### src/rtl/hbcc_pkg.sv
/*
 * Shared constants and types for the H-bridge control and chopper logic:
 * bridge commands, chopper states and timing counts.
 * Assumes a single 125 MHz clock shared by both ends.
 */
package hbcc_pkg;

   // ************************************************************
   // Timing
   // ************************************************************
   localparam int CLK_PERIOD_NS = 8;
   localparam int CHOP_OFF_TIME_NS = 25000;
   localparam int SENSE_BLANK_WINDOW_NS = 2000;
   // Least times, so both round up to whole cycles.
   localparam int CHOP_OFF_CYC =
      (CHOP_OFF_TIME_NS + CLK_PERIOD_NS - 1) / CLK_PERIOD_NS;
   localparam int BLANK_CYC =
      (SENSE_BLANK_WINDOW_NS + CLK_PERIOD_NS - 1) / CLK_PERIOD_NS;
   localparam int TIMER_W = 12;
   localparam logic [TIMER_W-1:0] TIMER_ZERO = 12'h000;
   localparam logic [TIMER_W-1:0] TIMER_ONE = 12'h001;

   // ************************************************************
   // Interface variants
   // ************************************************************
   localparam logic MODE_DIR_EN = 1'b0;
   localparam logic MODE_PWM = 1'b1;

   // ************************************************************
   // Types
   // ************************************************************
   typedef enum logic [2:0] {
      HBCC_SLEEP = 3'b000,
      HBCC_COAST = 3'b001,
      HBCC_FORWARD = 3'b010,
      HBCC_REVERSE = 3'b011,
      HBCC_BRAKE = 3'b100
   } hbcc_cmd_e;

   typedef enum logic [1:0] {
      CHOP_IDLE = 2'b00,
      CHOP_BLANK = 2'b01,
      CHOP_SENSE = 2'b10,
      CHOP_OFF = 2'b11
   } hbcc_chop_e;

endpackage

### src/rtl/hbcc_if.sv
/*
 * Control pins between the system controller and the bridge driver.
 * Assumes both ends run on the same clock; the bench supplies it.
 */
`timescale 1ns/100ps
`default_nettype none

interface hbcc_if;
   logic sleep_bar_input;
   logic direction_select;
   logic enable_input;
   logic bridge_input_a;
   logic bridge_input_b;
   logic overcurrent_trip;

   modport driver (
      input sleep_bar_input,
      input direction_select,
      input enable_input,
      input bridge_input_a,
      input bridge_input_b,
      output overcurrent_trip
   );

   modport controller (
      output sleep_bar_input,
      output direction_select,
      output enable_input,
      output bridge_input_a,
      output bridge_input_b,
      input overcurrent_trip
   );
endinterface

`default_nettype wire

### src/rtl/hbcc_driver.sv
/*
 * Bridge driver end: decodes the control pins into bridge output states
 * and runs the fixed off-time current chopper with sense blanking.
 * Assumes the analog front end supplies synchronous comparator levels
 * and that the variant straps are static while out of reset.
 */
`timescale 1ns/100ps
`default_nettype none

// What this block does
// - Sleep low: outputs Hi-Z, regulators off
// - Enable high: direction picks forward or reverse
// - Enable low full-bridge: both outputs low
// - PWM inputs both low: coast, regulators on
// - PWM 01 reverse, 10 forward
// - Controller holds direction low for half-bridge
// - Half-bridge enable drives output B high/low
// - Controller never sets enable and direction together in half-bridge
// - PWM half-bridge: 00 coast, 01 B high
// - PWM half-bridge both high: B low
// - Controller never applies PWM 10 half-bridge
// - Threshold crossing forces brake for off-time
// - Off-time is 25 microseconds
// - Comparator ignored during blanking after drive starts
// - Trigger is amplified sense versus reference
// - Tie reference high, ground sense to disable
// - Grounded sense inputs disable chopping
// - Sense voltage above one volt flags overcurrent
// - Commanded brake is not a chopping event
module hbcc_driver #(
   parameter int OFF_CYC = hbcc_pkg::CHOP_OFF_CYC,
   parameter int BLANK_LEN = hbcc_pkg::BLANK_CYC
) (
   input wire logic clk,
   input wire logic srst,
   hbcc_if.driver ctl,
   input wire logic variant_pwm,
   input wire logic half_bridge,
   input wire logic chop_compare,
   input wire logic sense_grounded,
   input wire logic sense_over_volt,
   output logic bridge_output_a,
   output logic bridge_output_a_oe,
   output logic bridge_output_b,
   output logic bridge_output_b_oe,
   output logic regulators_on,
   output logic chop_active
);
   import hbcc_pkg::*;

   localparam logic [TIMER_W-1:0] OFF_LAST = TIMER_W'(OFF_CYC - 1);
   localparam logic [TIMER_W-1:0] BLANK_LAST = TIMER_W'(BLANK_LEN - 1);

   // ************************************************************
   // Command decode
   // ************************************************************
   hbcc_cmd_e cmd;
   hbcc_cmd_e prev_cmd;
   hbcc_cmd_e eff_cmd;
   hbcc_chop_e chop;
   logic [TIMER_W-1:0] timer;
   logic drive;
   logic drive_start;
   logic trip;

   // In half-bridge use the single output B follows the reverse
   // pattern, so driving high is decoded as reverse and A is left off.
   always_comb
   begin
      cmd = HBCC_COAST;
      if (!ctl.sleep_bar_input)
      begin
         cmd = HBCC_SLEEP;
      end
      else if (variant_pwm == MODE_DIR_EN)
      begin
         if (!ctl.enable_input)
         begin
            cmd = HBCC_BRAKE;
         end
         else if (half_bridge)
         begin
            // The forbidden combination falls back to coast.
            if (!ctl.direction_select)
            begin
               cmd = HBCC_REVERSE;
            end
         end
         else if (ctl.direction_select)
         begin
            cmd = HBCC_FORWARD;
         end
         else
         begin
            cmd = HBCC_REVERSE;
         end
      end
      else
      begin
         case ({ctl.bridge_input_a, ctl.bridge_input_b})
            2'b00: cmd = HBCC_COAST;
            2'b01: cmd = HBCC_REVERSE;
            2'b10: cmd = half_bridge ? HBCC_COAST : HBCC_FORWARD;
            2'b11: cmd = HBCC_BRAKE;
            default: cmd = HBCC_COAST;
         endcase
      end
   end

   assign drive = (cmd == HBCC_FORWARD) || (cmd == HBCC_REVERSE);
   // A new drive command, including a direction reversal, restarts blanking.
   assign drive_start = drive && (cmd != prev_cmd);

   always_ff @(posedge clk)
   begin
      if (srst)
      begin
         prev_cmd <= HBCC_SLEEP;
      end
      else
      begin
         prev_cmd <= cmd;
      end
   end

   // ************************************************************
   // Current chopper
   // ************************************************************
   // Grounded sense inputs mean the amplifier is off, so the comparator
   // is never trusted and the bridge is never forced into brake.
   assign trip = chop_compare && !sense_grounded;

   // Only forward or reverse drive can enter the chopper, so a brake
   // from the pins never counts as chopping.
   always_ff @(posedge clk)
   begin
      if (srst || !drive)
      begin
         chop <= CHOP_IDLE;
         timer <= TIMER_ZERO;
      end
      else if (drive_start)
      begin
         chop <= CHOP_BLANK;
         timer <= TIMER_ZERO;
      end
      else
      begin
         case (chop)
            CHOP_BLANK:
            begin
               if (timer == BLANK_LAST)
               begin
                  chop <= CHOP_SENSE;
                  timer <= TIMER_ZERO;
               end
               else
               begin
                  timer <= timer + TIMER_ONE;
               end
            end
            CHOP_SENSE:
            begin
               if (trip)
               begin
                  chop <= CHOP_OFF;
                  timer <= TIMER_ZERO;
               end
            end
            CHOP_OFF:
            begin
               // Drive current restarts here, so blanking starts again.
               if (timer == OFF_LAST)
               begin
                  chop <= CHOP_BLANK;
                  timer <= TIMER_ZERO;
               end
               else
               begin
                  timer <= timer + TIMER_ONE;
               end
            end
            default:
            begin
               chop <= CHOP_BLANK;
               timer <= TIMER_ZERO;
            end
         endcase
      end
   end

   always_comb
   begin
      eff_cmd = cmd;
      if (drive && (chop == CHOP_OFF))
      begin
         eff_cmd = HBCC_BRAKE;
      end
   end

   // ************************************************************
   // Output stage
   // ************************************************************
   // The outputs follow the pins one cycle later; the analog dead time
   // between high-side and low-side is outside this logic.
   always_ff @(posedge clk)
   begin
      if (srst)
      begin
         bridge_output_a <= 1'b0;
         bridge_output_a_oe <= 1'b0;
         bridge_output_b <= 1'b0;
         bridge_output_b_oe <= 1'b0;
         regulators_on <= 1'b0;
         chop_active <= 1'b0;
      end
      else
      begin
         regulators_on <= (eff_cmd != HBCC_SLEEP);
         chop_active <= drive && (chop == CHOP_OFF);
         case (eff_cmd)
            HBCC_FORWARD:
            begin
               bridge_output_a <= 1'b1;
               bridge_output_b <= 1'b0;
               bridge_output_a_oe <= !half_bridge;
               bridge_output_b_oe <= 1'b1;
            end
            HBCC_REVERSE:
            begin
               bridge_output_a <= 1'b0;
               bridge_output_b <= 1'b1;
               bridge_output_a_oe <= !half_bridge;
               bridge_output_b_oe <= 1'b1;
            end
            HBCC_BRAKE:
            begin
               bridge_output_a <= 1'b0;
               bridge_output_b <= 1'b0;
               bridge_output_a_oe <= !half_bridge;
               bridge_output_b_oe <= 1'b1;
            end
            default:
            begin
               bridge_output_a <= 1'b0;
               bridge_output_b <= 1'b0;
               bridge_output_a_oe <= 1'b0;
               bridge_output_b_oe <= 1'b0;
            end
         endcase
      end
   end

   // ************************************************************
   // Overcurrent flag
   // ************************************************************
   // A level that follows the comparator; retry and deglitch belong
   // to the fault handling outside this block.
   always_ff @(posedge clk)
   begin
      if (srst)
      begin
         ctl.overcurrent_trip <= 1'b0;
      end
      else
      begin
         ctl.overcurrent_trip <= sense_over_volt;
      end
   end

endmodule // hbcc_driver

`default_nettype wire

### src/flat_wrapper.sv
// flat-port wrapper written by rule: the top's interface ports become plain ports
module hbcc_driver_flat import hbcc_pkg::*;
#(
   parameter int OFF_CYC = hbcc_pkg::CHOP_OFF_CYC,
   parameter int BLANK_LEN = hbcc_pkg::BLANK_CYC
)
  (clk, srst, variant_pwm, half_bridge, chop_compare, sense_grounded, sense_over_volt, bridge_output_a, bridge_output_a_oe, bridge_output_b, bridge_output_b_oe, regulators_on, chop_active, ctl_sleep_bar_input, ctl_direction_select, ctl_enable_input, ctl_bridge_input_a, ctl_bridge_input_b, ctl_overcurrent_trip);
  hbcc_if ctl_i ();
  input wire logic clk;
  input wire logic srst;
  input wire logic variant_pwm;
  input wire logic half_bridge;
  input wire logic chop_compare;
  input wire logic sense_grounded;
  input wire logic sense_over_volt;
  output logic bridge_output_a;
  output logic bridge_output_a_oe;
  output logic bridge_output_b;
  output logic bridge_output_b_oe;
  output logic regulators_on;
  output logic chop_active;
  input wire logic [$bits(ctl_i.sleep_bar_input)-1:0] ctl_sleep_bar_input;
  input wire logic [$bits(ctl_i.direction_select)-1:0] ctl_direction_select;
  input wire logic [$bits(ctl_i.enable_input)-1:0] ctl_enable_input;
  input wire logic [$bits(ctl_i.bridge_input_a)-1:0] ctl_bridge_input_a;
  input wire logic [$bits(ctl_i.bridge_input_b)-1:0] ctl_bridge_input_b;
  output wire logic [$bits(ctl_i.overcurrent_trip)-1:0] ctl_overcurrent_trip;
  assign ctl_i.sleep_bar_input = ctl_sleep_bar_input;
  assign ctl_i.direction_select = ctl_direction_select;
  assign ctl_i.enable_input = ctl_enable_input;
  assign ctl_i.bridge_input_a = ctl_bridge_input_a;
  assign ctl_i.bridge_input_b = ctl_bridge_input_b;
  assign ctl_overcurrent_trip = ctl_i.overcurrent_trip;
  hbcc_driver #(.OFF_CYC(OFF_CYC), .BLANK_LEN(BLANK_LEN)) u_core (.clk(clk), .srst(srst), .ctl(ctl_i), .variant_pwm(variant_pwm), .half_bridge(half_bridge), .chop_compare(chop_compare), .sense_grounded(sense_grounded), .sense_over_volt(sense_over_volt), .bridge_output_a(bridge_output_a), .bridge_output_a_oe(bridge_output_a_oe), .bridge_output_b(bridge_output_b), .bridge_output_b_oe(bridge_output_b_oe), .regulators_on(regulators_on), .chop_active(chop_active));
endmodule
### config.mk
export PLATFORM = sky130hd
export DESIGN_NAME = hbcc_driver_flat
export DESIGN_NICKNAME = d
export VERILOG_FILES = /design/src/rtl/hbcc_pkg.sv /design/src/rtl/hbcc_if.sv /design/src/rtl/hbcc_driver.sv /design/src/flat_wrapper.sv
export SDC_FILE = /design/constraint.sdc
export NUM_CORES = 1
export LEC_CHECK = 0
export ABC_AREA = 1
export BUFFER_PORTS_ARGS = -buffer_cell sky130_fd_sc_hd__buf_2
export CAP_MARGIN = 20
export CORE_MARGIN = 5
export CORE_UTILIZATION = 45
export DETAILED_ROUTE_END_ITERATION = 10
export PLACE_DENSITY = 0.68
export SLEW_MARGIN = 10
export SYNTH_ARGS = -nofsm -noshare
export SYNTH_HDL_FRONTEND = slang
export SYNTH_SLANG_ARGS = --single-unit
### constraint.sdc
create_clock -name clk -period 1.3 [get_ports clk]
set_input_delay 0.26 -clock clk [delete_from_list [all_inputs] [get_ports clk]]
set_output_delay 0.26 -clock clk [all_outputs]
set_load 0.05 [all_outputs]
==> run metrics <==
Area Overhead vs Synth 33.8%; hold buffer count at cts 0; leak pwr about 0.76 nW; GRT overflow 0; YS warnings 0; peak supply drop between 0.5 and 0.6 mV; syn nets 193; Yosys reg bits 24; outcome finished, violations left; Via density slightly below 5; post-synthesis cell area about 0.0013 mm2; RePlAce Congestion between 0.8 and 0.9; Period minus WS final 1420 ps; crit end category register; TritonCTS clock tree done; H-Tree Depth 1; initial antenna violation count 0; max cap viols 0; crit-path cells inv_2, ha_4, nand2_2, nor2_2, nand3_2, nand2_2, buf_4, nand4_1, nand2_2, a21oi_2; Worst Path Required between 1500 and 2000 ps; initial DRC count 56; Worst-Skew Late Latency between 300 and 400 ps; Highest Clock Rate roughly 700 MHz; GRT Total Usage ~15%; wire length per cell ~12 um; drt pass-1 iters 4; DRT Wirelength about 2.8 mm; share of layout cells above drive strength 1 approximately two fifths; CP max-delay cell dfxtp_4; Hold Crit Depth 2; Setup violations, final 13; Reg clk slew, reported paths 150 ps; RSZ-0062 raised after global routing yes; CP peak stage delay approximately 390 ps; critical path type reg2reg; sequential area share after synthesis a little under two fifths; hold path start half_bridge; period utilisation layout 109%; initial core utilization 46.6%; Power Density around 860 mW/mm2; Die Span Y between 60 and 70 um; min-delay worst type in2reg; hold endpoint u_core.bridge_output_a_oe$_SDFF_PP0_; startpoint types register; cell row count 19; post-synthesis cell type count 25; PortBufs 18; Cells after Synth approximately 170; Synth Area per Inst between 7 and 8 um2; Final Util 62.3%; die area roughly 0.0040 mm2; RR Startpoint u_core.timer[0]$_SDFFE_PP0P_; # IOs 19; global-route wire length before repair around 4.8 mm; most frequent cells in the layout 30 x nand2_1, 25 x inv_1, 24 x nor2_1; crit-path most repeated cell nand2_2; Reg2Reg Setup Slack -120 ps; die width 63.2 um; worst slack at placement -155 ps; Std-Cell Core Area between 0.002 and 0.003 mm2; CTS Root Cell clkbuf_4; Worst Skew roughly 16 ps; R2R cell count 10; commonest non-fill, non-tap cell in the layout nand2_1; vias roughly 1200; DP Wirelength approximately 2.2 mm; Final Hold Violating Endpoints 0; clock sinks 24; Routed Antenna Nets 0; final worst slack -119 ps; Crit Path Max Fanout 5; CP Data Arrival Time 1640 ps; DRC viols 0; Critical R2R Capture u_core.chop[0]$_SDFFE_PP0P_; largest net degree at the start of global routing 15; Tightest Pin Transition 255 ps; Filler Cell Count approximately 230; max-slew violation total from the final report 0; failing checks setup timing; Max clock buf depth 2; layout net count ~230; Diodes inserted 0; total CTS buffers 3; PnR Total Power ~1.5 mW; vias in the first global route around 1200; relative slew slack between 80 and 90%
## kinds of logic after synthesis
| group | Yosys count | synth area share (%) |
|---|---|---|
| AOI/OAI and AO/OA | 9 | 4.22 |
| xor gates and xnor gates | 8 | 5.50 |
| adders and majority gates | 7 | 6.88 |
| buffers and inverters | 30 | 8.84 |
| DFF | 24 | 37.7 |
| and+or+nand+nor | 96 | 36.8 |
## registers in the layout, indices dropped and copies added, names as in the netlist
| register | count |
|---|---|
| u_core.timer | 12 |
| u_core.prev_cmd | 3 |
| u_core.chop | 2 |
| u_core.bridge_output_a | 1 |
| u_core.bridge_output_a_oe | 1 |
| u_core.bridge_output_b | 1 |
| u_core.bridge_output_b_oe | 1 |
| u_core.chop_active | 1 |
| u_core.ctl.overcurrent_trip | 1 |
| u_core.regulators_on | 1 |
## synth_stat cells
library cell | n | area [um2]
xor2_1 | 7 | 61.3
nor2_4 | 1 | 11.3
nor2_1 | 28 | 105
nand3b_1 | 1 | 7.51
o21a_1 | 1 | 7.51
nand2_1 | 36 | 135
inv_2 | 2 | 7.51
xnor2_1 | 1 | 8.76
dfxtp_1 | 24 | 480
ha_1 | 7 | 87.6
inv_1 | 28 | 105
nand3_4 | 1 | 17.5
nand3_1 | 7 | 35.0
nor3_1 | 4 | 20.0
o21ai_1 | 1 | 5.00
nor3_2 | 1 | 10.0
nand3_2 | 2 | 20.0
o21bai_1 | 1 | 7.51
nand2_2 | 7 | 43.8
nand4_1 | 3 | 18.8
and3_1 | 1 | 6.26
nor2_8 | 1 | 20.0
nor2_2 | 3 | 18.8
a21oi_1 | 5 | 25.0
a21oi_2 | 1 | 8.76
## per-layer routing
layer / vias to the layer above / global-route usage [%] / wire [um]
met3: 5 / 2.31 / 102
met4: 0 / 6.75 / 48
met5: - / 0 / 0
met1: 544 / 15.9 / 1150
li1: 606 / - / -
met2: 25 / 26.9 / 1530
## how the worst max path moves through the flow
stage	start	endpoint	slack (ps)	depth (start not counted)
floorplan	u_core.chop[0]$_SDFFE_PP0P_	u_core.timer[8]$_SDFFE_PP0P_	-9	9
global placement	u_core.timer[1]$_SDFFE_PP0P_	u_core.timer[9]$_SDFFE_PP0P_	-110	11
detailed placement	u_core.timer[1]$_SDFFE_PP0P_	u_core.timer[9]$_SDFFE_PP0P_	-150	11
CTS	u_core.timer[0]$_SDFFE_PP0P_	u_core.timer[9]$_SDFFE_PP0P_	-110	11
global route	u_core.timer[1]$_SDFFE_PP0P_	u_core.chop[0]$_SDFFE_PP0P_	-190	10
finish	u_core.timer[0]$_SDFFE_PP0P_	u_core.chop[0]$_SDFFE_PP0P_	-120	10
## power breakdown
part           switching (mW)  internal [mW]
clock network           0.237          0.312
logic                   0.108         0.0572
registers             0.00464          0.748
total                   0.350           1.12
## metrics by stage
step | cell area, um2 | hold slack, ps | setup TNS [ps] | std cells
after floorplan | 1300 | 329 | -8.86 | 174
after global placement | 1540 | 449 | -1130 | 238
after detailed placement | 1540 | 451 | -1640 | 238
after CTS | 1610 | 100 | -940 | 242
after global routing | 1700 | 100 | -1800 | 243
final | 1700 | 106 | -790 | 243
## layout make-up
class	instances	area [um2]	area share, %
clock buffers	3	22.5	1.32
clock inverters	1	30.0	1.76
inverters	30	115	6.75
multi-input cells	120	798	46.8
flip-flops and latches	24	489	28.7
well taps	31	38.8	2.28
repair buffers	34	210	12.3
## worst max-delay path, delay by kind of cell, from the launching register on
kind | cells | cell delay, ps
and+or+nand+nor | 6 | 570
buffers and inverters | 2 | 190
DFF | 1 | 390
adders and majority gates | 1 | 120
AOI/OAI and AO/OA | 1 | 50
## what timing repair did
| item | in CTS | in global routing |
|---|---|---|
| gates resized for setup | 7 | 23 |
| hold endpoints to repair | 0 | 0 |
| setup buffers | 0 | 1 |
| endpoints found under the setup margin | 14 | 14 |
| pin swaps | 6 | 11 |
Power figures use the tool's default switching activity.
